## config.mk

```make
export PLATFORM = sky130hd
export DESIGN_NAME = pmx_port0_mux
export DESIGN_NICKNAME = d
export VERILOG_FILES = /design/src/pmx_pkg.sv /design/src/pmx_port0_mux.sv
export SDC_FILE = /design/constraint.sdc
export NUM_CORES = 1
export LEC_CHECK = 0
export ABC_AREA = 1
export BUFFER_PORTS_ARGS = -buffer_cell sky130_fd_sc_hd__clkbuf_2
export CORE_MARGIN = 4
export CORE_UTILIZATION = 50
export CTS_CLUSTER_SIZE = 30
export DETAILED_ROUTE_END_ITERATION = 6
export GPL_ROUTABILITY_DRIVEN = 0
export HOLD_SLACK_MARGIN = 0.1
export PLACE_DENSITY = 0.82
export SYNTH_ARGS = -nofsm -noshare
export SYNTH_HDL_FRONTEND = slang
export SYNTH_SLANG_ARGS = --single-unit
```

## constraint.sdc

```tcl
create_clock -name clk -period 3.27 [get_ports clk]
set_input_delay 0.654 -clock clk [delete_from_list [all_inputs] [get_ports clk]]
set_output_delay 0.654 -clock clk [all_outputs]
set_load 0.01 [all_outputs]
```

## src/pmx_pkg.sv

```systemverilog
package pmx_pkg;

  // register byte addresses on the plain register port
  localparam logic [31:0] PMX_OFF_PIN0_MODE = 32'h5000_3006;
  localparam logic [31:0] PMX_OFF_PIN1_MODE = 32'h5000_3008;
  localparam logic [31:0] PMX_OFF_PIN2_MODE = 32'h5000_300A;
  localparam logic [31:0] PMX_OFF_PIN3_MODE = 32'h5000_300C;
  // spacing between neighbouring mode registers
  localparam logic [31:0] PMX_OFF_STEP = 32'h0000_0002;

  // field positions inside a mode register
  localparam int PMX_FUNC_LSB = 0;
  localparam int PMX_FUNC_MSB = 4;
  localparam int PMX_PULL_LSB = 8;
  localparam int PMX_PULL_MSB = 9;

  // pull direction encodings
  localparam logic [1:0] PMX_PULL_NONE = 2'h0;
  localparam logic [1:0] PMX_PULL_UP = 2'h1;
  localparam logic [1:0] PMX_PULL_DOWN = 2'h2;
  localparam logic [1:0] PMX_PULL_OUT = 2'h3;

  // pin function codes with special handling
  localparam logic [4:0] PMX_FN_PORT = 5'h00;
  localparam logic [4:0] PMX_FN_ANALOG = 5'h0F;
  localparam logic [4:0] PMX_FN_DIAG = 5'h12;
  localparam logic [4:0] PMX_FN_LAST = 5'h19;

  // function codes that feed a peripheral input (receive, data in, clear to send, i2c lines)
  localparam logic [31:0] PMX_FN_IN_MASK = 32'h0028_2E2A;
  // function codes driven by a peripheral (transmit, spi out, pwm, request to send, i2c lines)
  localparam logic [31:0] PMX_FN_OUT_MASK = 32'h03D7_57D4;
  // function codes whose driver is open drain (i2c clock and data)
  localparam logic [31:0] PMX_FN_OD_MASK = 32'h0000_0600;
  // value a peripheral input sees when no pin carries it
  localparam logic PMX_IDLE_LEVEL = 1'b1;

  // reset state of a mode register: port function, pulled-down input
  localparam logic [4:0] PMX_RST_FUNC = PMX_FN_PORT;
  localparam logic [1:0] PMX_RST_PULL = PMX_PULL_DOWN;

  // stored part of one mode register; reserved bits are not kept
  typedef struct packed {
    logic [1:0] pull;
    logic [4:0] func;
  } pmx_mode_t;

  // per-pin pad controls
  typedef struct packed {
    logic dout;
    logic oe_n;
    logic pull_up;
    logic pull_down;
    logic analog_sel;
  } pmx_pad_t;

endpackage

```

## src/pmx_port0_mux.sv

```systemverilog
`timescale 1ns/100ps
// Notes on behaviour
// (RULE1) code 0 port, codes 1 to 25 select peripherals
// (RULE2) code 15 analog input, low four pins only
// (RULE3) code 18 drives radio diagnostic onto pin
// (RULE4) duplicated input taken from lowest pin index
// (RULE5) port zero pins beat port one pins
// (RULE6) pull 00: input, no resistor
// (RULE7) pull 01: input with pull-up
// (RULE8) pull 10: input with pull-down
// (RULE9) pull 11: output, no resistor
// (RULE10) analog selection ignores the pull field
// (RULE11) reset: port, pulled down; reserved bits zero
module pmx_port0_mux #(
  parameter int PINS = 4,
  parameter int ANALOG_PINS = 4
) (
  input wire logic clk,
  input wire logic nrst,
  input wire logic [31:0] reg_addr,
  input wire logic [15:0] reg_wdata,
  input wire logic reg_wr,
  input wire logic reg_rd,
  output logic [15:0] reg_rdata,
  input wire logic [PINS-1:0] pad_in,
  output pmx_pkg::pmx_pad_t [PINS-1:0] pad_ctl,
  input wire logic [PINS-1:0] port_out_data,
  output logic [PINS-1:0] port_in_data,
  input wire logic [31:0] periph_drive,
  input wire logic [PINS-1:0] radio_diag_output,
  input wire logic [31:0] port_one_claim,
  input wire logic [31:0] port_one_value,
  output logic [31:0] periph_sample,
  output logic [31:0] periph_claimed
);
  import pmx_pkg::*;

  // reset synchroniser stages
  logic rst_meta_r;
  logic rst_n_q;
  // mode registers, one entry per pin, each written by its own process
  pmx_mode_t mode_r [PINS-1:0];
  // pin input synchroniser stages
  logic [PINS-1:0] pin_meta_r;
  logic [PINS-1:0] pin_q_r;
  // read data next value
  logic [15:0] rdata_nxt;
  // pad control next values
  pmx_pad_t [PINS-1:0] pad_nxt;
  // peripheral input arbitration results
  logic [31:0] sample_nxt;
  logic [31:0] claim_nxt;

  // release of reset through two flops
  always_ff @(posedge clk or negedge nrst) begin
    if (!nrst) begin
      rst_meta_r <= 1'b0;
      rst_n_q <= 1'b0;
    end else begin
      rst_meta_r <= 1'b1;
      rst_n_q <= rst_meta_r;
    end
  end

  // two-flop synchroniser on the pad inputs
  always_ff @(posedge clk or negedge rst_n_q) begin
    if (!rst_n_q) begin
      pin_meta_r <= '0;
      pin_q_r <= '0;
    end else begin
      pin_meta_r <= pad_in;
      pin_q_r <= pin_meta_r;
    end
  end

  // port data as seen on the pins
  assign port_in_data = pin_q_r;

  // mode register writes, one register per pin
  genvar gi;
  generate
    for (gi = 0; gi < PINS; gi++) begin : g_mode
      // address of this pin's register
      localparam logic [31:0] OFF = PMX_OFF_PIN0_MODE + PMX_OFF_STEP * gi;
      always_ff @(posedge clk or negedge rst_n_q) begin
        if (!rst_n_q) begin
          // port function, pulled-down input
          mode_r[gi].func <= PMX_RST_FUNC; // [RULE11]
          mode_r[gi].pull <= PMX_RST_PULL; // [RULE11]
        end else if (reg_wr && reg_addr == OFF) begin
          // reserved bits are dropped on write
          mode_r[gi].func <= reg_wdata[PMX_FUNC_MSB:PMX_FUNC_LSB]; // [RULE11]
          mode_r[gi].pull <= reg_wdata[PMX_PULL_MSB:PMX_PULL_LSB];
        end
      end
    end
  endgenerate

  // read decode; unmapped addresses and reserved bits read zero
  always_comb begin
    rdata_nxt = '0;
    for (int i = 0; i < PINS; i++) begin
      if (reg_addr == PMX_OFF_PIN0_MODE + PMX_OFF_STEP * i) begin
        rdata_nxt[PMX_FUNC_MSB:PMX_FUNC_LSB] = mode_r[i].func; // [RULE11]
        rdata_nxt[PMX_PULL_MSB:PMX_PULL_LSB] = mode_r[i].pull;
      end
    end
  end

  // read data stands in the cycle after the strobe only
  always_ff @(posedge clk or negedge rst_n_q) begin
    if (!rst_n_q) begin
      reg_rdata <= '0;
    end else if (reg_rd) begin
      reg_rdata <= rdata_nxt;
    end else begin
      reg_rdata <= '0;
    end
  end

  // pad control per pin from its mode
  always_comb begin
    for (int i = 0; i < PINS; i++) begin
      // default: input with the resistor the pull field asks for
      pad_nxt[i].dout = 1'b0;
      pad_nxt[i].oe_n = 1'b1;
      pad_nxt[i].analog_sel = 1'b0;
      pad_nxt[i].pull_up = (mode_r[i].pull == PMX_PULL_UP); // [RULE6] [RULE7]
      pad_nxt[i].pull_down = (mode_r[i].pull == PMX_PULL_DOWN); // [RULE6] [RULE8]
      if (mode_r[i].func == PMX_FN_PORT) begin
        if (mode_r[i].pull == PMX_PULL_OUT) begin
          // port output, no resistor
          pad_nxt[i].dout = port_out_data[i]; // [RULE1] [RULE9]
          pad_nxt[i].oe_n = 1'b0; // [RULE9]
        end
      end else if (mode_r[i].func == PMX_FN_ANALOG) begin
        if (i < ANALOG_PINS) begin
          // analog input: pull field has no effect at all
          pad_nxt[i].analog_sel = 1'b1; // [RULE2]
          pad_nxt[i].pull_up = 1'b0; // [RULE10]
          pad_nxt[i].pull_down = 1'b0; // [RULE10]
        end
      end else if (mode_r[i].func == PMX_FN_DIAG) begin
        // radio diagnostic line driven out, resistors off
        pad_nxt[i].dout = radio_diag_output[i]; // [RULE3]
        pad_nxt[i].oe_n = 1'b0; // [RULE3]
        pad_nxt[i].pull_up = 1'b0;
        pad_nxt[i].pull_down = 1'b0;
      end else if (mode_r[i].func <= PMX_FN_LAST && PMX_FN_OUT_MASK[mode_r[i].func]) begin
        if (PMX_FN_OD_MASK[mode_r[i].func]) begin
          // open drain: only a low is driven, pull stays as set
          pad_nxt[i].oe_n = periph_drive[mode_r[i].func]; // [RULE1]
        end else begin
          // push-pull peripheral output, no resistor
          pad_nxt[i].dout = periph_drive[mode_r[i].func]; // [RULE1]
          pad_nxt[i].oe_n = 1'b0;
          pad_nxt[i].pull_up = 1'b0;
          pad_nxt[i].pull_down = 1'b0;
        end
      end
    end
  end

  // pad controls registered straight to the outputs
  always_ff @(posedge clk or negedge rst_n_q) begin
    if (!rst_n_q) begin
      for (int i = 0; i < PINS; i++) begin
        pad_ctl[i].dout <= 1'b0;
        pad_ctl[i].oe_n <= 1'b1;
        pad_ctl[i].pull_up <= 1'b0;
        pad_ctl[i].pull_down <= 1'b1;
        pad_ctl[i].analog_sel <= 1'b0;
      end
    end else begin
      pad_ctl <= pad_nxt;
    end
  end

  // input arbitration: lowest pin of port zero first, then port one
  always_comb begin
    sample_nxt = {32{PMX_IDLE_LEVEL}};
    claim_nxt = '0;
    for (int k = 0; k < 32; k++) begin
      if (PMX_FN_IN_MASK[k]) begin
        // scan downward so the lowest index is applied last and wins
        for (int i = PINS - 1; i >= 0; i--) begin
          if (mode_r[i].func == k[4:0]) begin
            sample_nxt[k] = pin_q_r[i]; // [RULE4]
            claim_nxt[k] = 1'b1;
          end
        end
        // port one only when no port zero pin carries the function
        if (!claim_nxt[k] && port_one_claim[k]) begin
          sample_nxt[k] = port_one_value[k]; // [RULE5]
          claim_nxt[k] = 1'b1;
        end
      end
    end
  end

  // arbitrated peripheral inputs registered to the outputs
  always_ff @(posedge clk or negedge rst_n_q) begin
    if (!rst_n_q) begin
      periph_sample <= {32{PMX_IDLE_LEVEL}};
      periph_claimed <= '0;
    end else begin
      periph_sample <= sample_nxt;
      periph_claimed <= claim_nxt;
    end
  end
endmodule

```

# --- Yosys cells after proc, flatten, opt, wreduce, memory -nomap -nowiden ---
# Memories as Yosys holds them, arrays and structs flattened.
# Cells that the tools add are included.
op_classes:
  order_cmp: 8
  eq_ne: 60
  muxes: 159
  reduce_logical: 30
ops:
  columns: ["op", "count"]
  rows:
  - ["32-bit by 31-bit equality test with 1-bit output (second input constant)", 4]
  - ["1-bit 2-to-1 mux", 114]
  - ["5-bit by 4-bit equality test with 1-bit output (second input constant)", 20]
  - ["5-bit equality test (second input constant)", 12]
  - ["2-bit 2-to-1 mux", 24]
  - ["4-bit 2-to-1 mux", 8]
  - ["5-bit by 6-bit less-than comparator with 1-bit output (second input constant)", 4]
  - ["1-bit binary-select mux with 5-bit select", 4]
  - ["5-bit by 1-bit equality test with 1-bit output (second input constant)", 4]
  - ["5-bit by 2-bit equality test with 1-bit output (second input constant)", 4]
  - ["5-bit by 3-bit equality test with 1-bit output (second input constant)", 4]
  - ["5-bit <= comparator (second input constant)", 4]
  - ["5-bit logical NOT", 4]
  - ["5-bit 2-to-1 mux", 4]
  - ["1-bit logical AND", 17]
  - ["2-bit equality test (second input constant)", 8]
  - ["3-bit 2-to-1 mux", 4]
  - ["10-bit 2-to-1 mux", 1]
  - ["1-bit logical NOT", 9]
  - ["2-bit by 1-bit equality test with 1-bit output (second input constant)", 4]
totals:
  romBits: 256
  input_bits: 160
  reg_bits: 92
  mem_count: 8
  out_inout_bits: 104
  word_cells: 300
memory_table:
  columns: ["name", "depth", "word_bits", "read_ports", "rd_ports_with_merged_regs", "wr", "line_no", "source"]
  rows:
  - ["(no name shown)", 32, 1, 1, 0, 0, "pmx_port0_mux.sv:150", "if (PMX_FN_OD_MASK[mode_r[i].func]) begin"]
  - ["(no name shown)", 32, 1, 1, 0, 0, "pmx_port0_mux.sv:149", "end else if (mode_r[i].func <= PMX_FN_LAST && PMX_FN_OUT_MASK[mode_r[i].func]) begin"]
  - ["(no name shown)", 32, 1, 1, 0, 0, "pmx_port0_mux.sv:150", null]
  - ["(no name shown)", 32, 1, 1, 0, 0, "pmx_port0_mux.sv:149", null]
  - ["(no name shown)", 32, 1, 1, 0, 0, "pmx_port0_mux.sv:150", null]
  - ["(no name shown)", 32, 1, 1, 0, 0, "pmx_port0_mux.sv:149", null]
  - ["2 more memories", null, null, null, null, null, null, null]

# --- Longest topological paths before layout ---
# Gate-level depths: netlist of run 1.
depth:
  ltp_word: 8
  mapped_depth: 14
  ltp_nobuf: 14

# --- Worst setup path after synthesis of run 1 ---
# Ideal clock, no wire load.
synth_timing:
  path_kind: "in2reg"
  startpoint: "input port reg_addr[23]"
  endpoint: "register mode_r[16] (netlist bit)"
  n_path_buf: 1
  path_stages: 9
  path_slack_ns: 1.448
  t_arrival_ns: 1.702
  cell_sequence: "nor2_1 > nand2_1 > nor2_2 > nand3_4 > nor3_4 > nand2_4 > buf_6 > nand2_2 > o21ai_2"
synth_between:
  elab_chain_cells: 2
synth_lines:
  columns: ["item", "line_no", "source"]
  rows:
  - ["start, declared", "pmx_port0_mux.sv:20", "input wire logic [31:0] reg_addr,"]
  - ["32-bit by 31-bit equality test with 1-bit output", "pmx_port0_mux.sv:90", "end else if (reg_wr && reg_addr == OFF) begin"]
  - ["1-bit logical AND", "pmx_port0_mux.sv:90", null]
  - ["end, declared", "pmx_port0_mux.sv:42", "pmx_mode_t mode_r [PINS-1:0];"]
# Every way passes these cells.
# A chain may end at the register's enable or synchronous reset.

# --- Worst setup path after layout of run 1 ---
layout_timing:
  startpoint: "register mode_r[8] (netlist bit)"
  endpoint: "register periph_sample[13]"
layout_between:
  elab_chain_cells: 6
layout_lines:
  columns: ["item", "line_no", "source"]
  rows:
  - ["5-bit by 4-bit equality test with 1-bit output (*)", "pmx_port0_mux.sv:187", "if (mode_r[i].func == k[4:0]) begin"]
  - ["1-bit 2-to-1 mux (2 in a row)", "pmx_port0_mux.sv:187", null]
  - ["1-bit logical NOT", "pmx_port0_mux.sv:193", "if (!claim_nxt[k] && port_one_claim[k]) begin"]
  - ["1-bit logical AND", "pmx_port0_mux.sv:193", null]
  - ["1-bit 2-to-1 mux (*)", "pmx_port0_mux.sv:193", null]
  - ["via sample_nxt[13]", "pmx_port0_mux.sv:51", "logic [31:0] sample_nxt;"]
  - ["end signal, assigned", "pmx_port0_mux.sv:204", "periph_sample <= {32{PMX_IDLE_LEVEL}};"]
  - ["end signal, assigned", "pmx_port0_mux.sv:207", "periph_sample <= sample_nxt;"]
  - ["end, declared", "pmx_port0_mux.sv:33", "output logic [31:0] periph_sample,"]
# Mark *: on every way through the listed nets, which the timed path passes. The rest lies on a longest branch.

==> results of run 1 <==
[worst max-delay path by stage]
stage                   endpoint  slack (ps)        from
3_5_place_dp         pad_ctl[18]        1080  mode_r[22]
6_report       periph_sample[13]         880   mode_r[8]
4_1_cts        periph_sample[13]        1000   mode_r[8]
3_3_place_gp   periph_sample[13]        1100   mode_r[8]
5_1_grt        periph_sample[13]         730   mode_r[8]
2_1_floorplan          mode_r[0]         820     rst_n_q
[per-stage QoR]
stage / setup WS [ps] / hold slack [ps] / cell area (um^2) / instances / power (mW)
4_1_cts: 997 / 348 / 7700 / 1342 / 2.26
3_5_place_dp: 1080 / 336 / 7420 / 1325 / 1.33
2_1_floorplan: 824 / 331 / 6960 / 1076 / 1.26
6_report: 875 / 348 / 7700 / 1342 / 2.24
5_1_grt: 727 / 357 / 7700 / 1342 / 2.34
3_3_place_gp: 1100 / 333 / 7420 / 1325 / 1.32
[timing repair]
action,CTS,global route
hold buffers,1,0
endpoints found under the hold margin,2,0
gates resized for setup,0,0
[kinds of logic (layout without fill, tap and decap cells)]
family / count (synthesis) / after routing / share of synthesized area [%]
fa+ha+maj: 24 / 24 / 4.44
buf+inv: 205 / 295 / 15.2
other cells: 2 / 56 / 0.111
compound gates: 128 / 128 / 11.3
flops: 83 / 83 / 31.1
simple gates: 580 / 580 / 37.8
[per-layer routing]
metal  up-vias  part of all wire (%)  track usage, %
li1       3435                     -               -
met1      3161                    40            30.1
met2       371                    48            41.5
met3        60                   9.5            6.48
met4         0                   2.9            9.09
met5         -                     0               0
[critical path, cell delays in order (launching register included)]
cell and delay [ps]:
dfrtp_1 740, inv_2 270, ha_1 310, inv_1 120, nor2_1 90, nand2_1 140, nand2_1 60, nor3_1 320
a22o_1 200, o21ai_1 60
[flip-flops by register name (all words and copies together) (netlist names)]
register / cells
periph_claimed: 9
reg_rdata: 7
rst_n_q: 1
pin_meta_r: 4
periph_sample: 9
port_in_data: 4
pad_ctl: 20
mode_r: 28
rst_meta_r: 1
[final cells by class]
class	instances	area (um^2)
well taps	176	220
inverters	119	447
repair buffers	160	821
clock inverters	4	27.5
multi-input cells	788	3830
flip-flops and latches	83	2110
fillers	1289	5540
clock buffers	12	246
[power breakdown]
group | switching, mW | internal [mW]
combinational | 0.145 | 0.0901
clock | 0.397 | 0.533
sequential | 0.0254 | 1.05
total | 0.568 | 1.67
[cells in the final DEF, fill, tap and decap left out, types with 23 or more instances in the layout]
master | Yosys | routed
a21oi_1 | 27 | 27
clkbuf_2 | 0 | 153
conb_1 | 2 | 56
dfrtp_1 | 62 | 61
ha_1 | 24 | 24
inv_1 | 92 | 92
inv_2 | 23 | 23
nand2_1 | 332 | 332
nand3_1 | 101 | 101
nor2_1 | 76 | 76
o21ai_1 | 36 | 36
==> metrics.md, run 1 <==
| Metric | Value |
|---|---|
| Iteration-0 DRC count of the detailed router | 696 |
| Via density | 5.24 |
| Post-Syn Area per Cell | 6.62 um^2 |
| CP required | 3540 ps |
| TNS Setup | 0 ps |
| Total GRT Usage | 24.6% |
| CTS Sinks | 83 |
| Syn-to-layout area delta | 13.9% |
| Top Ports | 264 |
| Largest net degree at the start of global routing | 82 |
| FP Rows | 42 |
| VDD IR max | 0.320 mV |
| CTS tree | built |
| Worst slew margin | 34.2% |
| Most frequent cell after synthesis | nand2_1 |
| Worst R2R Start | mode_r[8] |
| Leakage | 4.14 nW |
| Synth area leaders | dfrtp_1, nand2_1, dfstp_2 |
| Util after Layout | 58.2% |
| CP Class | reg2reg |
| Longest Clk Path Bufs | 2 |
| Status | complete, no violations |
| Clk pin slew, worst setup/hold paths | 60 ps |
| Final hold vios | 0 |
| Initial antenna violation count | 0 |
| Period utilization | 73.2% |
| Hold Startpoint | pin_meta_r[3] |
| Top_reg_cell synth | dfrtp_1 |
| Crit Path Max Fanout | 14 |
| Crit path time final | 2390 ps |
| Max-capacitance violation count | 0 |
| DRC errors left | 0 |
| Layout cells sized above 1 | 22.8% |
| Drt first pass iters | 7 |
| FF+latch count, synth | 83 |
| Slew Limit Fails | 0 |
| Post-Route WL | 19,500 um |
| Detailed-route via count | 7,027 |
| Worst R2R Path Depth | 9 |
| CTS Root Cell | clkbuf_16 |
| # diodes | 0 |
| Vert. Die Dim | 124 um |
| Nets | 1,345 |
| Cells after Synth | 1,022 |
| Total CTS buffers | 9 |
| Clock H-tree levels | 3 |
| Vias in the first global route | 6,606 |
| Core Area | 13,200 um^2 |
| Routed WL per cell | 14.6 um |
| Starting density of the core | 51.1% |
| Global-route wire length before repair | 31,500 um |
| Worst-Skew Late Latency | 350 ps |
| CP Capture Type | flip-flop |
| Setup violators final | 0 |
| Top cells by count, synth | nand2_1, nand3_1, inv_1, nor2_1, dfrtp_1 |
| Worst slew pin tran | 987 ps |
| Flop2flop setup slack | 880 ps |
| Fmax achieved | 418 MHz |
| Hold crit path type | reg2reg |
| Fraction of registers with async set or reset after synthesis | 100% |
| Yosys cell types | 43 |
| I/O Buffers | 153 |
| Seq/Total Area, Yosys | 31.1% |
| DP HPWL | 14,800 um |
| Post-CTS setup buffer count | 0 |
| Die area | 15,400 um^2 |
| Dominant cell type by area after synthesis | dfrtp_1 |
| Clk_skew | 10.8 ps |
| Post-DRT Antenna Nets | 0 |
| Number of synthesized flops with an enable pin | 0 |
| Die width | 124 um |
| Critical path data arrival time | 2670 ps |
| Synth Cell Area | 6760 um^2 |
| Hold path depth | 0 |
| Synthesis warning total | 0 |
| Hold endpoint | port_in_data[3] |
| Worst reg2reg endpoint | periph_sample[13] |
| P per Cell Area | 291 nW/um^2 |
| RSZ-0062 raised after global routing | false |
| CP Launch Type | flip-flop |
| Post-synth top area share | 22.9% |
| Grt total ovfl | 0 |
No activity file was read; power rests on OpenSTA's default activity.
==> inputs of run 2 (changes only) <==
Clock period 3.27 ns to 2.4 ns, I/O delays scaled along.
==> run 2 against run 1 <==
- via count shrank 0.34%
- flip-flop and latch count unchanged
- register-to-register slack worse by 530 ps
- hold slack got worse by 110 ps
- setup slack got worse by 530 ps
- clock skew is 3.6 ps lower
- power up 47%
- largest cell class unchanged
- largest power group is now the clock network
==> metrics.md, run 2 (synthesis results as in run 1) <==
| Metric | Value |
|---|---|
| Die area | 15,400 um^2 (unchanged) |
| FP Rows | 42 (unchanged) |
| Period utilization | 85.7% (+12 points) |
| Hold crit path type | in2reg |
| Nets | 1,353 (+0.59%) |
| Crit Path Max Fanout | 12 (-2) |
| Via density | 5.19 (-0.93%) |
| Max-capacitance violation count | 0 (unchanged) |
| CP max stage delay | 660 ps (-80 ps) |
| # resized after CTS | 0 (unchanged) |
| Slew Limit Fails | 0 (unchanged) |
| Hold endpoint | pin_meta_r[2] |
| DP HPWL | 15,100 um (+2.0%) |
| # diodes | 0 (unchanged) |
| CP Launch Type | flip-flop |
| Longest Clk Path Bufs | 2 (unchanged) |
| Layout cells sized above 1 | 23.4% (+0.61 points) |
| Global-route wire length before repair | 31,400 um (-0.33%) |
| Starting density of the core | 51.1% (unchanged) |
| Leakage | 4.21 nW (+1.8%) |
| VDD IR max | 0.437 mV (+37%) |
| Syn-to-layout area delta | 15.9% |
| Grt total ovfl | 0 (unchanged) |
| Number of fill cells | 1,259 (-2.3%) |
| Hold path depth | 1 (+1) |
| Worst R2R Start | mode_r[0] |
| Hold buffers post-CTS | 1 (unchanged) |
| Iteration-0 DRC count of the detailed router | 688 (-1.1%) |
| Commonest non-fill, non-tap cells in the layout | nand2_1, clkbuf_2, nand3_1 |
| Initial antenna violation count | 0 (unchanged) |
| Worst slew pin tran | 744 ps (-244 ps) |
| Commonest non-fill, non-tap cell in the layout | nand2_1 |
| Regs by FF count | mode_r: 28 flops, pad_ctl: 20 flops |
| Routed WL per cell | 14.3 um (-1.7%) |
| Clk pin slew, worst setup/hold paths | 60 ps (about the same) |
| Status | complete, no violations |
| CTS Root Cell | clkbuf_16 |
| WP buf/inv | 1 (-1) |
| Critical path data arrival time | 2330 ps (-340 ps) |
| Family with the most delay on the worst path | flip-flops |
| Worst reg2reg endpoint | pad_ctl[1] |
| Worst hold slack | 238 ps (-110 ps) |
| Clk_skew | 7.24 ps (-3.59 ps) |
| Detailed-route via count | 7,003 (-0.34%) |
| Post-Route WL | 19,300 um (-1.1%) |
| Crit path time final | 2060 ps (-338 ps) |
| RSZ-0062 raised after global routing | false |
| Top Ports | 264 (unchanged) |
| Ordered cell list for the critical path | inv_2, ha_1, o21ai_0, nand2_1, a21oi_1, nor2_1, nand2_1, nand3_1, a21oi_1 |
| Worst R2R Path Depth | 9 (unchanged) |
| Max FFs per register | 28 (unchanged) |
| CP required | 2670 ps (-870 ps) |
| Crit-path slowest cell | dfrtp_1 |
| CTS Sinks | 83 (unchanged) |
| TNS Setup | 0 ps (unchanged) |
| Hold Startpoint | pad_in[2] |
| Most flop-heavy register | mode_r |
| Final hold vios | 0 (unchanged) |
| CP Capture Type | flip-flop |
| Flop2flop setup slack | 340 ps (-530 ps) |
| Fmax achieved | 486 MHz (+16%) |
| Worst-Skew Late Latency | 350 ps (about the same) |
| Largest net degree at the start of global routing | 43 (-48%) |
| Post-DRT Antenna Nets | 0 (unchanged) |
| Post-CTS setup buffer count | 0 (unchanged) |
| DRC errors left | 0 (unchanged) |
| Drt first pass iters | 5 (-2) |
| Vert. Die Dim | 124 um (unchanged) |
| Clock H-tree levels | 3 (unchanged) |
| Total GRT Usage | 24.7% (+0.11 points) |
| Total CTS buffers | 9 (unchanged) |
| Worst slew margin | 50.4% (+16 points) |
| Die width | 124 um (unchanged) |
| Setup violators final | 0 (unchanged) |
| Core Area | 13,200 um^2 (unchanged) |
| I/O Buffers | 153 (unchanged) |
| Vias in the first global route | 6,502 (-1.6%) |
| P per Cell Area | 420 nW/um^2 (+44%) |
| CTS tree | built |
| CP Class | reg2reg |
==> run 2: worst reg2reg max path: cells and delay by family (launching register included) <==
family	cells	cell delay (ps)
adders and majority gates	1	290
and+or+nand+nor	4	340
buffers and inverters	1	230
AOI/OAI and AO/OA	3	470
DFF	1	660
==> run 2: area by class of cell <==
type | instances | area [um^2] | area share, %
Timing Repair Buffer | 168 | 906 | 11.6
Sequential cell | 83 | 2110 | 26.9
Inverter | 119 | 447 | 5.70
Clock inverter | 5 | 83.8 | 1.07
Tap cell | 176 | 220 | 2.81
Clock buffer | 11 | 243 | 3.10
Multi-Input combinational cell | 788 | 3830 | 48.9
==> run 2: worst max-delay path by stage <==
stage / start / to / depth (start not counted)
after floorplan: mode_r[21] / pad_ctl[17] / 10
after global placement: mode_r[0] / pad_ctl[4] / 10
after detailed placement: mode_r[0] / pad_ctl[1] / 9
after CTS: mode_r[0] / pad_ctl[1] / 9
after global routing: mode_r[0] / pad_ctl[1] / 9
final: mode_r[0] / pad_ctl[1] / 9
==> run 2: metal layers <==
layer  share of wire [%]  global-route usage (%)  up-vias
li1                    -                       -     3457
met1                  41                    32.6     3092
met2                  45                    38.1      373
met3                  10                    5.40       81
met4                 4.5                    12.5        0
met5                   0                       0        -
==> run 2: through the flow <==
step	cells	area, um^2	total power, mW	worst slack, ps	util, %
2_1_floorplan	1076	6970	1.72	728	-
3_3_place_gp	1333	7500	1.81	448	56.7
3_5_place_dp	1333	7500	1.81	409	56.7
4_1_cts	1350	7840	3.32	385	59.2
5_1_grt	1350	7840	3.42	129	59.2
6_report	1350	7840	3.29	343	59.2
==> run 2: where the power goes <==
part | total [mW] | internal [mW] | switching [mW] | leakage [nW]
Sequential | 1.46 | 1.43 | 0.0232 | 1.04
Combinational | 0.338 | 0.126 | 0.211 | 3.02
Clock | 1.50 | 0.943 | 0.554 | 0.152
Total | 3.29 | 2.50 | 0.789 | 4.21
==> inputs of run 3 (changes only) <==
Settings changed: BUFFER_PORTS_ARGS -buffer_cell sky130_fd_sc_hd__clkbuf_2 to -buffer_cell sky130_fd_sc_hd__buf_2.
==> run 3 against run 2 <==
- wire length rose by 1.9%
- clock skew fell by 1.9 ps
- cell count did not move
- critical endpoint is now pad_ctl[2]
- power barely moved
- utilization did not move
- clock-buffer cell count did not move
- sequential share of layout area did not move
- critical path type unchanged
- register-to-register slack got worse by 60 ps
- first-iteration DRC count rose by 0.73%
==> metrics.md, run 3 (synthesis results as in run 1) <==
| Metric | Value |
|---|---|
| Clk pin slew, worst setup/hold paths | 60 ps (about the same) |
| Layout cells sized above 1 | 23.4% (unchanged) |
| CP Launch Type | flip-flop |
| Detailed-route via count | 7,058 (+0.79%) |
| Max FFs per register | 28 (unchanged) |
| VDD IR max | 0.406 mV (-7.1%) |
| Starting density of the core | 51.1% (unchanged) |
| DRC errors left | 0 (unchanged) |
| CTS Root Cell | clkbuf_16 |
| Hold Startpoint | pad_in[2] |
| Most flop-heavy register | mode_r |
| Die area | 15,400 um^2 (unchanged) |
| Final hold vios | 0 (unchanged) |
| Initial antenna violation count | 2 (+2) |
| Iteration-0 DRC count of the detailed router | 693 (+0.73%) |
| Crit path time final | 2110 ps (+56.3 ps) |
| Post-DRT Antenna Nets | 0 (unchanged) |
| Total CTS buffers | 9 (unchanged) |
| Routed WL per cell | 14.6 um (+1.9%) |
| Drt first pass iters | 6 (+1) |
| Crit Path Max Fanout | 12 (unchanged) |
| Commonest non-fill, non-tap cells in the layout | nand2_1, buf_2, nand3_1 |
| Max-capacitance violation count | 0 (unchanged) |
| RSZ-0062 raised after global routing | false |
| Fmax achieved | 473 MHz (-2.7%) |
| Worst R2R Start | mode_r[0] |
| Ordered cell list for the critical path | inv_2, ha_1, o21ai_0, nand2_1, a21oi_1, nor2_1, nand2_1, nand3_1, a21oi_1 |
| CTS Sinks | 83 (unchanged) |
| CP required | 2670 ps (about the same) |
| Post-Route WL | 19,700 um (+1.9%) |
| Clk_skew | 5.32 ps (-1.92 ps) |
| CP Capture Type | flip-flop |
| Worst reg2reg endpoint | pad_ctl[2] |
| Worst slew margin | 61.9% (+11 points) |
| Critical path data arrival time | 2380 ps (+50 ps) |
| Crit-path slowest cell | dfrtp_1 |
| Worst R2R Path Depth | 9 (unchanged) |
| TNS Setup | 0 ps (unchanged) |
| CP Class | reg2reg |
| Grt total ovfl | 0 (unchanged) |
| CP max stage delay | 670 ps (about the same) |
| Flop2flop setup slack | 290 ps (-60 ps) |
| Vert. Die Dim | 124 um (unchanged) |
| Worst-Skew Late Latency | 350 ps (about the same) |
| Global-route wire length before repair | 31,600 um (+0.61%) |
| DP HPWL | 15,400 um (+1.6%) |
| Hold endpoint | pin_meta_r[2] |
| Status | complete, no violations |
| Longest Clk Path Bufs | 2 (unchanged) |
| Largest net degree at the start of global routing | 43 (unchanged) |
| Slew Limit Fails | 0 (unchanged) |
| Regs by FF count | mode_r: 28 flops, pad_ctl: 20 flops |
| Leakage | 4.19 nW (-0.36%) |
| Die width | 124 um (unchanged) |
| # resized after CTS | 0 (unchanged) |
| Clock H-tree levels | 3 (unchanged) |
| Hold path depth | 1 (unchanged) |
| Worst slew pin tran | 572 ps (-172 ps) |
| Total GRT Usage | 24.8% (+0.17 points) |
| Commonest non-fill, non-tap cell in the layout | nand2_1 |
| Setup violators final | 0 (unchanged) |
| CTS tree | built |
| Util after Layout | 59.2% (unchanged) |
| Core Area | 13,200 um^2 (unchanged) |
| Family with the most delay on the worst path | flip-flops |
| Period utilization | 88.1% (+2.3 points) |
| # diodes | 0 (unchanged) |
| Syn-to-layout area delta | 15.9% (unchanged) |
| WP buf/inv | 1 (unchanged) |
| Hold crit path type | in2reg |
| Vias in the first global route | 6,534 (+0.49%) |
| FP Rows | 42 (unchanged) |
| I/O Buffers | 153 (unchanged) |
| P per Cell Area | 419 nW/um^2 (about the same) |
| Via density | 5.23 (+0.79%) |
| Top Ports | 264 (unchanged) |
| Nets | 1,353 (unchanged) |
run 3: cell count changes in the layout (fill, tap and decap cells not counted):
cell and change:
buf_2 +153, clkbuf_2 -153
run 3: power by group:
group	switching, mW	total (mW)	internal (mW)
Combinational	0.212	0.338	0.126
Sequential	0.0235	1.46	1.43
Clock	0.552	1.49	0.943
run 3: area by class of cell:
type	instances	area, um^2
Sequential cell	83	2110
Fill cell	1269	5400
Timing Repair Buffer	168	906
Tap cell	176	220
Clock buffer	11	243
Clock inverter	5	83.8
Multi-Input combinational cell	788	3830
Inverter	119	447
run 3: worst max path at each step:
stage,from,endpoint,depth (start not counted)
after CTS,mode_r[0],pad_ctl[1],9
after floorplan,mode_r[21],pad_ctl[17],10
after global placement,mode_r[0],pad_ctl[4],10
after detailed placement,mode_r[0],pad_ctl[1],9
final,mode_r[0],pad_ctl[2],9
after global routing,mode_r[0],pad_ctl[1],9
run 3: worst register-to-register path: stages, from the launching register on:
cell,delay [ps]
dfrtp_1,670
inv_2,230
ha_1,290
o21ai_0,190
nand2_1,80
a21oi_1,140
nor2_1,70
nand2_1,100
nand3_1,110
a21oi_1,150
run 3: metal layers:
layer	global-route usage, %	up-vias	routed length (um)	share of wire, %
li1	-	3453	-	-
met1	31.4	3151	7860	40
met2	41.0	390	9260	47
met3	5.75	60	1910	9.7
met4	10.1	4	624	3.2
met5	0	-	36	0.18
run 3: what timing repair did:
item	CTS	global route
buffers inserted	0	0
hold buffers	1	0
hold endpoints to repair	2	0
run 3: metrics by stage:
| step | area, um^2 | hold WS (ps) | power, mW | std cells | setup WS [ps] |
|---|---|---|---|---|---|
| floorplan | 6970 | 184 | 1.72 | 1076 | 728 |
| global placement | 7500 | 267 | 1.81 | 1333 | 457 |
| detailed placement | 7500 | 268 | 1.81 | 1333 | 360 |
| CTS | 7840 | 229 | 3.32 | 1350 | 335 |
| global route | 7840 | 229 | 3.43 | 1350 | 127 |
| finish | 7840 | 240 | 3.29 | 1350 | 287 |
